===== src/rtl/uif_pkg.sv =====
// Purpose: constants and carrier types for the usb event flag and enable block
// Assumes: 10 MHz clock, AXI4-Lite register access with 32-bit data
// Notes:   register offsets are byte addresses
`default_nettype none
package uif_pkg;
   // clock
   localparam int CLK_PERIOD_NS = 100;
   // timing: line quiet / k state / se0 detection windows
   localparam int QUIET_NS      = 2500;
   localparam int QUIET_CYC     = (QUIET_NS + CLK_PERIOD_NS - 1) / CLK_PERIOD_NS;
   localparam int IDLE_MS       = 3;
   localparam int IDLE_CYC      = (IDLE_MS * 1000000 + CLK_PERIOD_NS - 1) / CLK_PERIOD_NS;
   localparam int CNT_W         = 16;
   // register byte offsets
   localparam logic [7:0] OFF_FLAGS   = 8'h00;
   localparam logic [7:0] OFF_ENABLES = 8'h04;
   localparam logic [7:0] OFF_ERR_EN  = 8'h08;
   localparam logic [7:0] OFF_XSTAT   = 8'h0c;
   localparam logic [7:0] OFF_CTRL    = 8'h10;
   // field positions
   localparam int BIT_STALL  = 7;
   localparam int BIT_ATTACH = 6;
   localparam int BIT_RESUME = 5;
   localparam int BIT_IDLE   = 4;
   localparam int BIT_TOKEN  = 3;
   localparam int BIT_SOF    = 2;
   localparam int BIT_ERR    = 1;
   localparam int BIT_RST    = 0;
   localparam int BIT_HOST_ROLE_ENABLE = 0;
   // reset values
   localparam logic [7:0] FLAGS_RST = 8'h00;
   localparam logic [7:0] EN_RST    = 8'h00;
   // status fifo
   localparam int FIFO_DEPTH = 4;
   localparam int FIFO_AW    = 2;
   // axi responses
   localparam logic [1:0] RESP_OKAY   = 2'h0;
   localparam logic [1:0] RESP_SLVERR = 2'h2;

   // line state and event pulses from the link logic
   typedef struct packed {
      logic       lineK;       // k state on the data lines
      logic       lineSe0;     // single-ended zero
      logic       lineJ;       // idle (j) state
      logic       busActivity; // any packet activity, pulse
      logic       stallRx;     // stall handshake received, pulse
      logic       stallTx;     // stall handshake sent, pulse
      logic       sofRx;       // sof token received, pulse
      logic       sofThresh;   // host sof threshold reached, pulse
      logic       tokenDone;   // token processing finished, pulse
      logic [7:0] tokenStat;   // endpoint information of that token
      logic [7:0] errFlags;    // individual error flags
   } uif_link_ev_t;
endpackage
`default_nettype wire


===== src/rtl/uif_usb_interrupt_flags.sv =====
// Purpose: usb event flags, enables, error summary and module interrupt request
// Assumes: link events synchronous to clk; one AXI4-Lite master
// Notes:   status fifo pops when software clears the token flag
//
// Overview of operation
// Bits 31 to 8 of the flag and enable registers always read zero.
// All flags but the error summary are set by hardware and cleared by writing 1.
// Stall flag sets on a received stall as host or a sent stall as device.
// Attach flag sets in host role after 2.5 us of no activity with the bus not in SE0.
// Resume flag sets after a K state held continuously for 2.5 us.
// Idle flag sets when the bus stays idle for 3 ms or longer.
// Token flag sets when a token finishes and its status is readable.
// Clearing the token flag advances the transfer status fifo.
// Frame start flag sets on a received SOF as device or the SOF threshold as host.
// Error summary is read-only and only unmasked errors drive it.
// In device role bit 0 is the bus reset flag, set on a valid USB reset.
// In host role bit 0 is the detach flag, set on a peripheral detach.
// The enable register has one read/write bit per flag, reset to zero.
// Enable bit 0 serves bus reset in device role and detach in host role.
// The error summary reaches the request only while enable bit 1 is set.
// Software keeps the resume enable off unless the link is suspended.
// The request is high while any flag and its enable are both set.
`default_nettype none
module uif_usb_interrupt_flags
   import uif_pkg::*;
#(
   parameter int IDLE_CYCLES = uif_pkg::IDLE_CYC
) (
   // clock and reset
   input  wire logic                  clk,
   input  wire logic                  sys_rst,
   // link events
   input  wire uif_pkg::uif_link_ev_t linkEv,
   output logic                       tokenReady,
   // interrupt
   output logic                       moduleInterruptRequest,
   output logic                       hostRoleEnable,
   // axi4-lite write address
   input  wire logic [7:0]            awaddr,
   input  wire logic                  awvalid,
   output logic                       awready,
   // axi4-lite write data
   input  wire logic [31:0]           wdata,
   input  wire logic [3:0]            wstrb,
   input  wire logic                  wvalid,
   output logic                       wready,
   // axi4-lite write response
   output logic [1:0]                 bresp,
   output logic                       bvalid,
   input  wire logic                  bready,
   // axi4-lite read address
   input  wire logic [7:0]            araddr,
   input  wire logic                  arvalid,
   output logic                       arready,
   // axi4-lite read data
   output logic [31:0]                rdata,
   output logic [1:0]                 rresp,
   output logic                       rvalid,
   input  wire logic                  rready
);
   import uif_pkg::*;

   function automatic logic [CNT_W-1:0] satInc(input logic [CNT_W-1:0] c, input logic run);
      if (!run) begin
         satInc = '0;
      end else if (c == '1) begin
         satInc = c;
      end else begin
         satInc = c + 1'b1;
      end
   endfunction

   function automatic logic mapped(input logic [7:0] a);
      mapped = (a == OFF_FLAGS) || (a == OFF_ENABLES) || (a == OFF_ERR_EN) ||
               (a == OFF_XSTAT) || (a == OFF_CTRL);
   endfunction

   localparam logic [CNT_W-1:0] QUIET_N = CNT_W'(QUIET_CYC);
   localparam logic [CNT_W-1:0] IDLE_N  = CNT_W'(IDLE_CYCLES);

   // register state
   logic [7:0]         flags, next_flags;
   logic [7:0]         enables, next_enables;
   logic [7:0]         errEnables, next_errEnables;
   logic               host_role_enable, next_host_role_enable;
   // line timers
   logic [CNT_W-1:0]   kCnt, next_kCnt;
   logic [CNT_W-1:0]   se0Cnt, next_se0Cnt;
   logic [CNT_W-1:0]   idleCnt, next_idleCnt;
   logic [CNT_W-1:0]   quietCnt, next_quietCnt;
   logic               attached, next_attached;
   // status fifo
   logic [7:0]         fifoMem [FIFO_DEPTH];
   logic [FIFO_AW-1:0] rdPtr, next_rdPtr;
   logic [FIFO_AW-1:0] wrPtr, next_wrPtr;
   logic [FIFO_AW:0]   fifoCnt, next_fifoCnt;
   // bus state
   logic [7:0]         awAddrQ, next_awAddrQ;
   logic               awHeld, next_awHeld;
   logic [31:0]        wDataQ, next_wDataQ;
   logic [3:0]         wStrbQ, next_wStrbQ;
   logic               wHeld, next_wHeld;
   logic               bvalidQ, next_bvalidQ;
   logic [1:0]         brespQ, next_brespQ;
   logic               rvalidQ, next_rvalidQ;
   logic [1:0]         rrespQ, next_rrespQ;
   logic [31:0]        rdataQ, next_rdataQ;

   logic               errSummary;
   logic [7:0]         flagView;
   logic [7:0]         pending;
   logic               doWrite;
   logic               push;
   logic               pop;
   logic               tokClr;

   assign errSummary = |(linkEv.errFlags & errEnables);
   always_comb begin
      flagView         = flags;
      flagView[BIT_ERR] = errSummary;
   end

   // one and term per flag position
   genvar gi;
   generate
      for (gi = 0; gi < 8; gi++) begin : g_pend
         assign pending[gi] = flagView[gi] & enables[gi];  // see see
      end
   endgenerate
   assign moduleInterruptRequest = |pending;
   assign hostRoleEnable         = host_role_enable;

   assign doWrite    = awHeld && wHeld && !bvalidQ;
   assign tokClr     = doWrite && (awAddrQ == OFF_FLAGS) && wStrbQ[0] && wDataQ[BIT_TOKEN];
   assign tokenReady = (fifoCnt != (FIFO_AW+1)'(FIFO_DEPTH));
   assign push       = linkEv.tokenDone && tokenReady;
   assign pop        = tokClr && (fifoCnt != '0);

   // line timers and flag setting
   always_comb begin
      logic [7:0] setEv;
      logic [7:0] clrEv;
      logic [FIFO_AW:0] cntAfter;
      setEv         = '0;
      clrEv         = '0;
      cntAfter      = '0;
      next_kCnt     = satInc(kCnt, linkEv.lineK);
      next_se0Cnt   = satInc(se0Cnt, linkEv.lineSe0);
      next_idleCnt  = satInc(idleCnt, linkEv.lineJ && !linkEv.busActivity);
      next_quietCnt = satInc(quietCnt, !linkEv.busActivity);
      next_attached = attached;
      // stall on the handshake phase, direction by role
      setEv[BIT_STALL] = host_role_enable ? linkEv.stallRx : linkEv.stallTx;
      // attach: quiet, not se0, host role, previously detached
      if (host_role_enable && !attached && quietCnt == QUIET_N && !linkEv.lineSe0) begin
         setEv[BIT_ATTACH] = 1'b1;
         next_attached     = 1'b1;
      end
      setEv[BIT_RESUME] = (kCnt == QUIET_N);
      setEv[BIT_IDLE]   = (idleCnt == IDLE_N);
      setEv[BIT_SOF]    = host_role_enable ? linkEv.sofThresh : linkEv.sofRx;
      // bit 0: bus reset as device, detach as host, both after a held se0
      if (se0Cnt == QUIET_N) begin
         if (host_role_enable) begin
            setEv[BIT_RST] = attached;
            next_attached  = 1'b0;
         end else begin
            setEv[BIT_RST] = 1'b1;
         end
      end
      if (!host_role_enable) begin
         next_attached = 1'b0;
      end
      // fifo bookkeeping
      next_wrPtr   = push ? wrPtr + 1'b1 : wrPtr;
      next_rdPtr   = pop ? rdPtr + 1'b1 : rdPtr;
      next_fifoCnt = fifoCnt + (FIFO_AW+1)'(push) - (FIFO_AW+1)'(pop);
      cntAfter     = fifoCnt - (FIFO_AW+1)'(pop);
      // token flag stays up while older entries remain
      setEv[BIT_TOKEN] = push || (tokClr && cntAfter != '0);  // see
      if (doWrite && awAddrQ == OFF_FLAGS && wStrbQ[0]) begin
         clrEv = wDataQ[7:0];
      end
      // set wins over clear; summary bit is never stored
      next_flags          = (flags & ~clrEv) | setEv;
      next_flags[BIT_ERR] = 1'b0;
   end

   // register writes and read answers
   always_comb begin
      next_enables    = enables;
      next_errEnables = errEnables;
      next_host_role_enable     = host_role_enable;
      next_awAddrQ    = awAddrQ;
      next_awHeld     = awHeld;
      next_wDataQ     = wDataQ;
      next_wStrbQ     = wStrbQ;
      next_wHeld      = wHeld;
      next_bvalidQ    = bvalidQ;
      next_brespQ     = brespQ;
      next_rvalidQ    = rvalidQ;
      next_rrespQ     = rrespQ;
      next_rdataQ     = rdataQ;
      if (awvalid && awready) begin
         next_awAddrQ = awaddr;
         next_awHeld  = 1'b1;
      end
      if (wvalid && wready) begin
         next_wDataQ = wdata;
         next_wStrbQ = wstrb;
         next_wHeld  = 1'b1;
      end
      if (bvalidQ && bready) begin
         next_bvalidQ = 1'b0;
      end
      if (doWrite) begin
         next_awHeld  = 1'b0;
         next_wHeld   = 1'b0;
         next_bvalidQ = 1'b1;
         next_brespQ  = mapped(awAddrQ) ? RESP_OKAY : RESP_SLVERR;
         // only byte lane 0 carries implemented bits
         if (wStrbQ[0]) begin
            case (awAddrQ)
               OFF_ENABLES: next_enables    = wDataQ[7:0];
               OFF_ERR_EN:  next_errEnables = wDataQ[7:0];
               OFF_CTRL:    next_host_role_enable     = wDataQ[BIT_HOST_ROLE_ENABLE];
               default:     next_host_role_enable     = host_role_enable;
            endcase
         end
      end
      if (rvalidQ && rready) begin
         next_rvalidQ = 1'b0;
      end
      if (arvalid && arready) begin
         next_rvalidQ = 1'b1;
         next_rrespQ  = mapped(araddr) ? RESP_OKAY : RESP_SLVERR;
         case (araddr)
            OFF_FLAGS:   next_rdataQ = {24'h000000, flagView};
            OFF_ENABLES: next_rdataQ = {24'h000000, enables};
            OFF_ERR_EN:  next_rdataQ = {24'h000000, errEnables};
            OFF_XSTAT:   next_rdataQ = {24'h000000, fifoMem[rdPtr]};
            OFF_CTRL:    next_rdataQ = {31'h00000000, host_role_enable};
            default:     next_rdataQ = 32'h00000000;
         endcase
      end
   end

   assign awready = !awHeld;
   assign wready  = !wHeld;
   assign arready = !rvalidQ;
   assign bvalid  = bvalidQ;
   assign bresp   = brespQ;
   assign rvalid  = rvalidQ;
   assign rresp   = rrespQ;
   assign rdata   = rdataQ;

   always_ff @(posedge clk) begin
      if (push) begin
         fifoMem[wrPtr] <= linkEv.tokenStat;
      end
   end

   always_ff @(posedge clk) begin
      if (sys_rst) begin
         flags      <= FLAGS_RST;
         enables    <= EN_RST;
         errEnables <= EN_RST;
         host_role_enable     <= 1'b0;
         kCnt       <= '0;
         se0Cnt     <= '0;
         idleCnt    <= '0;
         quietCnt   <= '0;
         attached   <= 1'b0;
         rdPtr      <= '0;
         wrPtr      <= '0;
         fifoCnt    <= '0;
         awAddrQ    <= '0;
         awHeld     <= 1'b0;
         wDataQ     <= '0;
         wStrbQ     <= '0;
         wHeld      <= 1'b0;
         bvalidQ    <= 1'b0;
         brespQ     <= RESP_OKAY;
         rvalidQ    <= 1'b0;
         rrespQ     <= RESP_OKAY;
         rdataQ     <= '0;
      end else begin
         flags      <= next_flags;
         enables    <= next_enables;
         errEnables <= next_errEnables;
         host_role_enable     <= next_host_role_enable;
         kCnt       <= next_kCnt;
         se0Cnt     <= next_se0Cnt;
         idleCnt    <= next_idleCnt;
         quietCnt   <= next_quietCnt;
         attached   <= next_attached;
         rdPtr      <= next_rdPtr;
         wrPtr      <= next_wrPtr;
         fifoCnt    <= next_fifoCnt;
         awAddrQ    <= next_awAddrQ;
         awHeld     <= next_awHeld;
         wDataQ     <= next_wDataQ;
         wStrbQ     <= next_wStrbQ;
         wHeld      <= next_wHeld;
         bvalidQ    <= next_bvalidQ;
         brespQ     <= next_brespQ;
         rvalidQ    <= next_rvalidQ;
         rrespQ     <= next_rrespQ;
         rdataQ     <= next_rdataQ;
      end
   end
endmodule
`default_nettype wire


===== config.mk =====
export PLATFORM = sky130hd
export DESIGN_NAME = uif_usb_interrupt_flags
export DESIGN_NICKNAME = d
export VERILOG_FILES = /design/src/rtl/uif_pkg.sv /design/src/rtl/uif_usb_interrupt_flags.sv
export SDC_FILE = /design/constraint.sdc
export NUM_CORES = 1
export LEC_CHECK = 0
export ABC_AREA = 1
export BUFFER_PORTS_ARGS = -buffer_cell sky130_fd_sc_hd__buf_2
export CORE_MARGIN = 5
export CORE_UTILIZATION = 40
export CTS_CLUSTER_DIAMETER = 30
export DETAILED_ROUTE_END_ITERATION = 12
export PLACE_DENSITY = 0.71
export SETUP_SLACK_MARGIN = 0.3
export SLEW_MARGIN = 40
export SYNTH_ARGS = -nofsm -noshare
export SYNTH_HDL_FRONTEND = slang
export SYNTH_SLANG_ARGS = --single-unit

===== constraint.sdc =====
create_clock -name clk -period 3.76 [get_ports clk]
set_clock_uncertainty 0.05 [all_clocks]
set_input_delay 0.376 -clock clk [delete_from_list [all_inputs] [get_ports clk]]
set_output_delay 0.376 -clock clk [all_outputs]
set_load 0.05 [all_outputs]

==> results of run 1 <==
## worst max path at each step
stage	slack [ns]	end	startpoint
after detailed placement	1.54	fifoCnt[2]	awHeld
after global routing	1.33	fifoCnt[2]	awAddrQ[6]
after global placement	1.57	fifoCnt[2]	awHeld
final	1.53	fifoCnt[2]	wHeld
after CTS	1.52	fifoCnt[2]	awHeld
after floorplan	1.44	fifoCnt[2]	fifoCnt[1]
## cell families (layout without fill, tap and decap cells)
kind of cell | count (synthesis) | in the layout | synth area share (%)
DFF | 161 | 161 | 44.1
AOI/OAI and AO/OA | 178 | 178 | 11.6
buffers and inverters | 215 | 275 | 11.8
muxes | 1 | 1 | 0.125
other | 1 | 26 | 0.0467
adders and majority gates | 16 | 16 | 2.59
and+or+nand+nor | 511 | 511 | 28.4
xor gates and xnor gates | 12 | 12 | 1.31
## through the flow
stage                     hold WS, ns  area [µm²]  setup slack, ns  instances  power (µW)
after global placement          0.389        8530             1.57       1413        2270
final                           0.117        9110             1.53       1445        3930
after global routing            0.100        9110             1.33       1445        4100
after detailed placement        0.397        8530             1.54       1413        2280
after CTS                      0.0950        9100             1.52       1445        3960
after floorplan                 0.379        8130             1.44       1120        2190
## power by group through the flow
stage / sequential [µW] / clock, µW / combinational (µW)
after floorplan: 1930 / 0 / 262
after global placement: 1910 / 0 / 364
after detailed placement: 1910 / 0 / 369
after CTS: 1870 / 1720 / 371
after global routing: 1880 / 1810 / 413
final: 1870 / 1690 / 369
## cells in the mapped netlist (all sizes together)
cell / count / area (µm²)
a21oi: 67 / 339
a221oi: 1 / 8.76
a31oi: 24 / 150
and3: 2 / 12.5
buf: 41 / 293
clkbuf: 8 / 30.0
clkinv: 2 / 7.51
conb: 1 / 3.75
dfxtp: 129 / 2580
edfxtp: 32 / 961
fa: 1 / 20.0
ha: 15 / 188
inv: 164 / 616
mux2i: 1 / 10.0
nand2: 220 / 831
nand2b: 1 / 6.26
nand3: 95 / 510
nand3b: 4 / 30.0
nand4: 28 / 181
nor2: 123 / 469
nor3: 25 / 161
nor4: 6 / 37.5
o21a: 2 / 15.0
o21ai: 83 / 415
o22ai: 1 / 6.26
or2: 7 / 43.8
xnor2: 6 / 52.6
xor2: 6 / 52.6
## flip-flops by register name, indices dropped and copies added (netlist names), 2 cells and up, named ones only
signal	cells
kCnt	16
fifoMem	32
awAddrQ	8
rdata	8
rdPtr	2
wrPtr	2
enables	8
fifoCnt	3
quietCnt	16
wDataQ	8
flags	7
se0Cnt	16
errEnables	8
idleCnt	16
## layer usage
| metal | vias to the layer above | global-route usage (%) | wire [µm] |
|---|---|---|---|
| li1 | 3674 | - | - |
| met1 | 3225 | 22.2 | 8750 |
| met2 | 164 | 27.1 | 8550 |
| met3 | 30 | 3.42 | 1010 |
| met4 | 4 | 5.93 | 419 |
| met5 | - | 0 | 19 |
## final cells by class
cell class	instances	area, µm²	share of cell area (%)
Clock buffer	19	453	4.97
Tap cell	265	332	3.64
Timing Repair Buffer	77	393	4.31
Sequential cell	161	3540	38.9
Inverter	166	623	6.84
Multi-Input combinational cell	744	3640	40.0
Clock inverter	13	123	1.35
## worst register-to-register path: stages, from the launching register on
cell	delay, ns
dfxtp_1	0.41
nand4_1	0.12
nor2_1	0.17
nand4_1	0.18
inv_1	0.13
ha_1	0.23
inv_1	0.06
ha_1	0.13
inv_1	0.05
fa_1	0.35
inv_1	0.07
o21ai_0	0.08
a21oi_1	0.13
==> summary.md, run 1 <==
| Metric | Value |
|---|---|
| Avg WL per Cell | 13.0 µm |
| Ports | 128 |
| Pwr Density | 431 nW/µm² |
| Max Buffers Root-to-Sink | 2 |
| Max incr delay on CP | 0.41 ns |
| Commonest non-fill, non-tap cell in the layout | nand2_1 |
| Diodes inserted | 0 |
| P&R area growth vs syn | 13.4% |
| Dpl hpwl | 14,100 µm |
| Drt total wl | 18,800 µm |
| Setup violations, final | 0 |
| Total iterations of the first detailed-routing run | 5 |
| Status | complete, no violations |
| Final hold vios | 0 |
| Fmax | 0.449 GHz |
| Fillcell total | 1,956 |
| Net Sw Frac | 26.5% |
| Initial antenna violation count | 2 |
| Setup bufs post-CTS | 0 |
| Leading cell types in the layout, fill and taps excluded | 218 x nand2_1, 164 x inv_1, 129 x dfxtp_1 |
| Max-slew violation count | 0 |
| Hold Path Class | in -> reg |
| Total GRT Usage | 16.7% |
| Die area | 23,000 µm² |
| Max FO, Critical Path | 4 |
| Vias/cell | 4.91 |
| H-tree Lvls | 4 |
| Relative slew slack | 48.9% |
| Min cycle time layout | 2.23 ns |
| DR vias | 7,097 |
| Int Power | 2890 µW |
| Worst Setup Start Kind | flip-flop |
| Yosys reg bits | 161 |
| CTS Buf Count | 17 |
| Iter 0 DRT Violations | 426 |
| Clock power frac | 43.0% |
| Post-cts resize count | 0 |
| CTS tree | done |
| Sequential area share after synthesis | 44.1% |
| Reg2reg start | wHeld |
| Pin count of the biggest net entering global routing | 52 |
| Stages on the worst setup path | 12 |
| Syn_area_per_cell | 7.34 µm² |
| Die X | 152 µm |
| Hold path depth | 1 |
| DRC viols | 0 |
| # port buffers | 74 |
| Netlist Area Pre-Place | 8030 µm² |
| Slowest CP cell | dfxtp_1 |
| Hold-fix buffers at CTS | 0 |
| Worst Hold Path EP | fifoMem[1][5] |
| Reg2reg end | fifoCnt[2] |
| Sequential power share | 47.6% |
| Initial Util | 41.0% |
| Most frequent CP cell | inv_1 |
| Slew of the pin with the lowest slew margin | 0.764 ns |
| Antenna-violating nets left | 0 |
| # rows | 51 |
| Setup TNS Final | 0 ns |
| Kind of end point of the critical path | flip-flop |
| Cell Chain, Critical Path | nand4_1 > nor2_1 > nand4_1 > inv_1 > ha_1 > inv_1 > ha_1 > inv_1 > fa_1 > inv_1 > o21ai_0 > a21oi_1 |
| RSZ-0062 raised after global routing | no |
| Worst Reg-to-Reg Cells | 12 |
| Worst Hold Launch | linkEv[13] |
| Congestion Overflow GR | 0 |
| Crit-path leading delay family | adder cells |
| Core area | 19,600 µm² |
| Type of the worst setup path | reg -> reg |
| Skew-Pair Late Insertion Delay | 0.42 ns |
| Tcrit/Tclk final | 59.2% |
| Final Util | 46.5% |
| Leak Pwr | 0.00378 µW |
| Final nets | 1,267 |
| Worst Path Buf+Inv | 4 |
| Clock sink count | 161 |
| Share of cells above drive strength 1 | 11.5% |
| VDD IR max | 335 µV |
| R2r setup slk | 1.53 ns |
| Worst EP required | 4.06 ns |
| Root Driver | clkbuf_16 |
| Die Ht | 152 µm |
| Clock-pin slew on the worst setup and hold paths | 0.06 ns |
| Comb power frac | 9.4% |
| Post-synth cell types | 39 |
| Max-cap viol count | 0 |
| RePlAce Congestion | 0.925 |
| Critical path arrival | 2.53 ns |
| Yosys warning count | 0 |
| Cells after synthesis | 1,095 |
| Net Switching | 1040 µW |
| First-pass GRT wire length | 30,700 µm |
| Vias in the first global route | 6,550 |
(Power assumes the default switching activity.)
==> run 2: changes to the inputs <==
==> constraint.sdc (replaced) <==
create_clock -name clk -period 2.2 [get_ports clk]
set_clock_uncertainty 0.05 [all_clocks]
set_input_delay 0.22 -clock clk [delete_from_list [all_inputs] [get_ports clk]]
set_output_delay 0.22 -clock clk [all_outputs]
set_load 0.05 [all_outputs]
==> summary.md, run 2 (synthesis gave the netlist of run 1 again) <==
| Metric | Value |
|---|---|
| Status | complete, no violations |
| Cell Chain, Critical Path | inv_2 > buf_4 > nand3_4 > nand2_2 > ha_4 > inv_2 > ha_4 > inv_2 > fa_2 > nor2_1 |
| DR vias | 7,238 |
| First-pass GRT wire length | 31,300 µm |
| Die Ht | 152 µm |
| Dpl ws | 0.136 ns |
| H-tree Lvls | 4 |
| Relative slew slack | 65.6% |
| Pin count of the biggest net entering global routing | 41 |
| Initial Util | 41.0% |
| P&R area growth vs syn | 18.4% |
| Ports | 128 |
| Die X | 152 µm |
| RSZ-0062 raised after global routing | yes |
| Total GRT Usage | 17.2% |
| Initial antenna violation count | 0 |
| Slowest CP cell | fa_2 |
| Most frequent CP cell | inv_2 |
| Final Util | 48.5% |
| Min cycle time layout | 2.10 ns |
| Congestion Overflow GR | 0 |
| Type of the worst setup path | reg -> reg |
| Total iterations of the first detailed-routing run | 5 |
| Register area | 3550 µm² |
| CTS tree | done |
| Final worst setup slack | 0.0987 ns |
| Max incr delay on CP | 0.56 ns |
| Final nets | 1,296 |
| Fmax | 0.476 GHz |
| Avg WL per Cell | 13.4 µm |
| Diodes inserted | 0 |
| Max-slew violation count | 0 |
| Worst EP required | 2.45 ns |
| Root Driver | clkbuf_16 |
| Core area | 19,600 µm² |
| Largest Register | fifoMem |
| VDD IR max | 611 µV |
| Max FO, Critical Path | 10 |
| Antenna-violating nets left | 0 |
| Tcrit/Tclk final | 95.5% |
| Total power | 6970 µW |
| Iter 0 DRT Violations | 451 |
| Skew-Pair Late Insertion Delay | 0.43 ns |
| RePlAce Congestion | 0.944 |
| Final hold vios | 0 |
| Max Buffers Root-to-Sink | 2 |
| Die area | 23,000 µm² |
| Fillcell total | 1,973 |
| Area occupied by multi-input gates | 3750 µm² |
| Cells after DPL | 1,424 |
| Pwr Density | 733 nW/µm² |
| Commonest non-fill, non-tap cell in the layout | nand2_1 |
| Largest register FFs | 32 |
| Max-cap viol count | 0 |
| Kind of end point of the critical path | flip-flop |
| Slew of the pin with the lowest slew margin | 0.514 ns |
| Vias in the first global route | 6,557 |
| Leading cell types in the layout, fill and taps excluded | 216 x nand2_1, 155 x inv_1, 123 x dfxtp_1 |
| Share of cells above drive strength 1 | 15.3% |
| Clock sink count | 161 |
| Critical path arrival | 2.35 ns |
| Vias/cell | 4.91 |
| DRC viols | 0 |
| # rows | 51 |
| # port buffers | 74 |
| Drt total wl | 19,700 µm |
| Cell Count, Final, Fillers Out | 1,474 |
| Dpl hpwl | 14,200 µm |
| Leak Pwr | 0.00395 µW |
| CTS Buf Count | 17 |
| Hold Path Class | in -> reg |
| Worst Setup Start Kind | flip-flop |
| Clock-pin slew on the worst setup and hold paths | 0.06 ns |
| Setup violations, final | 0 |
## run 2: cell count changes in the layout (fill, tap and decap cells not counted), sizes merged
cell	before	now
clkbuf	19	20
dlygate4sd3	0	8
bufinv	1	3
clkinvlp	4	2
buf	77	98
clkinv	4	7
inv	170	166
## run 2: worst paths after layout
kind,start,end,slack [ns],depth (start not counted)
max,fifoCnt[0],fifoCnt[1],0.1,10
min,wdata[7],wDataQ[7],0.01,3
max reg2reg,fifoCnt[0],fifoCnt[1],0.1,10
min reg2reg,attached,attached,0.40,2
## run 2: power by group
part           switching, µW  internal [µW]
combinational            511            228
clock                   1240           1790
sequential              67.8           3130
total                   1820           5150
## run 2: layer usage
metal | wire (µm) | vias up | GRT usage, %
li1 | - | 3741 | -
met1 | 9030 | 3253 | 23.4
met2 | 8860 | 215 | 27.0
met3 | 1390 | 29 | 4.31
met4 | 395 | 0 | 5.44
met5 | 0 | - | 0
## run 2: critical path, delay by kind of cell, from the launching register on
kind	cells	cell delay, ns
buf+inv	4	0.32
flops	1	0.39
simple gates	3	0.25
fa+ha+maj	3	0.96
## run 2: per-stage QoR
step / TNS [ns] / instance area [µm²] / hold WS [ns]
floorplan: 0 / 8140 / 0.239
global placement: 0 / 8630 / 0.385
detailed placement: 0 / 8630 / 0.387
CTS: 0 / 9380 / 0.00465
global route: -0.0186 / 9510 / 0.0181
finish: 0 / 9510 / 0.0117
## run 2: what timing repair did
action	in CTS	in global routing
setup endpoints to repair	5	13
setup buffers	8	2
hold buffers	8	0
pin swaps	2	12
resized for setup	13	28
hold endpoints to repair	32	0
## run 2: cell type report
| cell class | instances | share of cell area [%] |
|---|---|---|
| clock buffers | 20 | 4.59 |
| repair buffers | 106 | 6.86 |
| clock inverters | 12 | 1.66 |
| well taps | 265 | 3.49 |
| multi-input cells | 744 | 39.5 |
| flip-flops and latches | 161 | 37.4 |
| inverters | 166 | 6.58 |
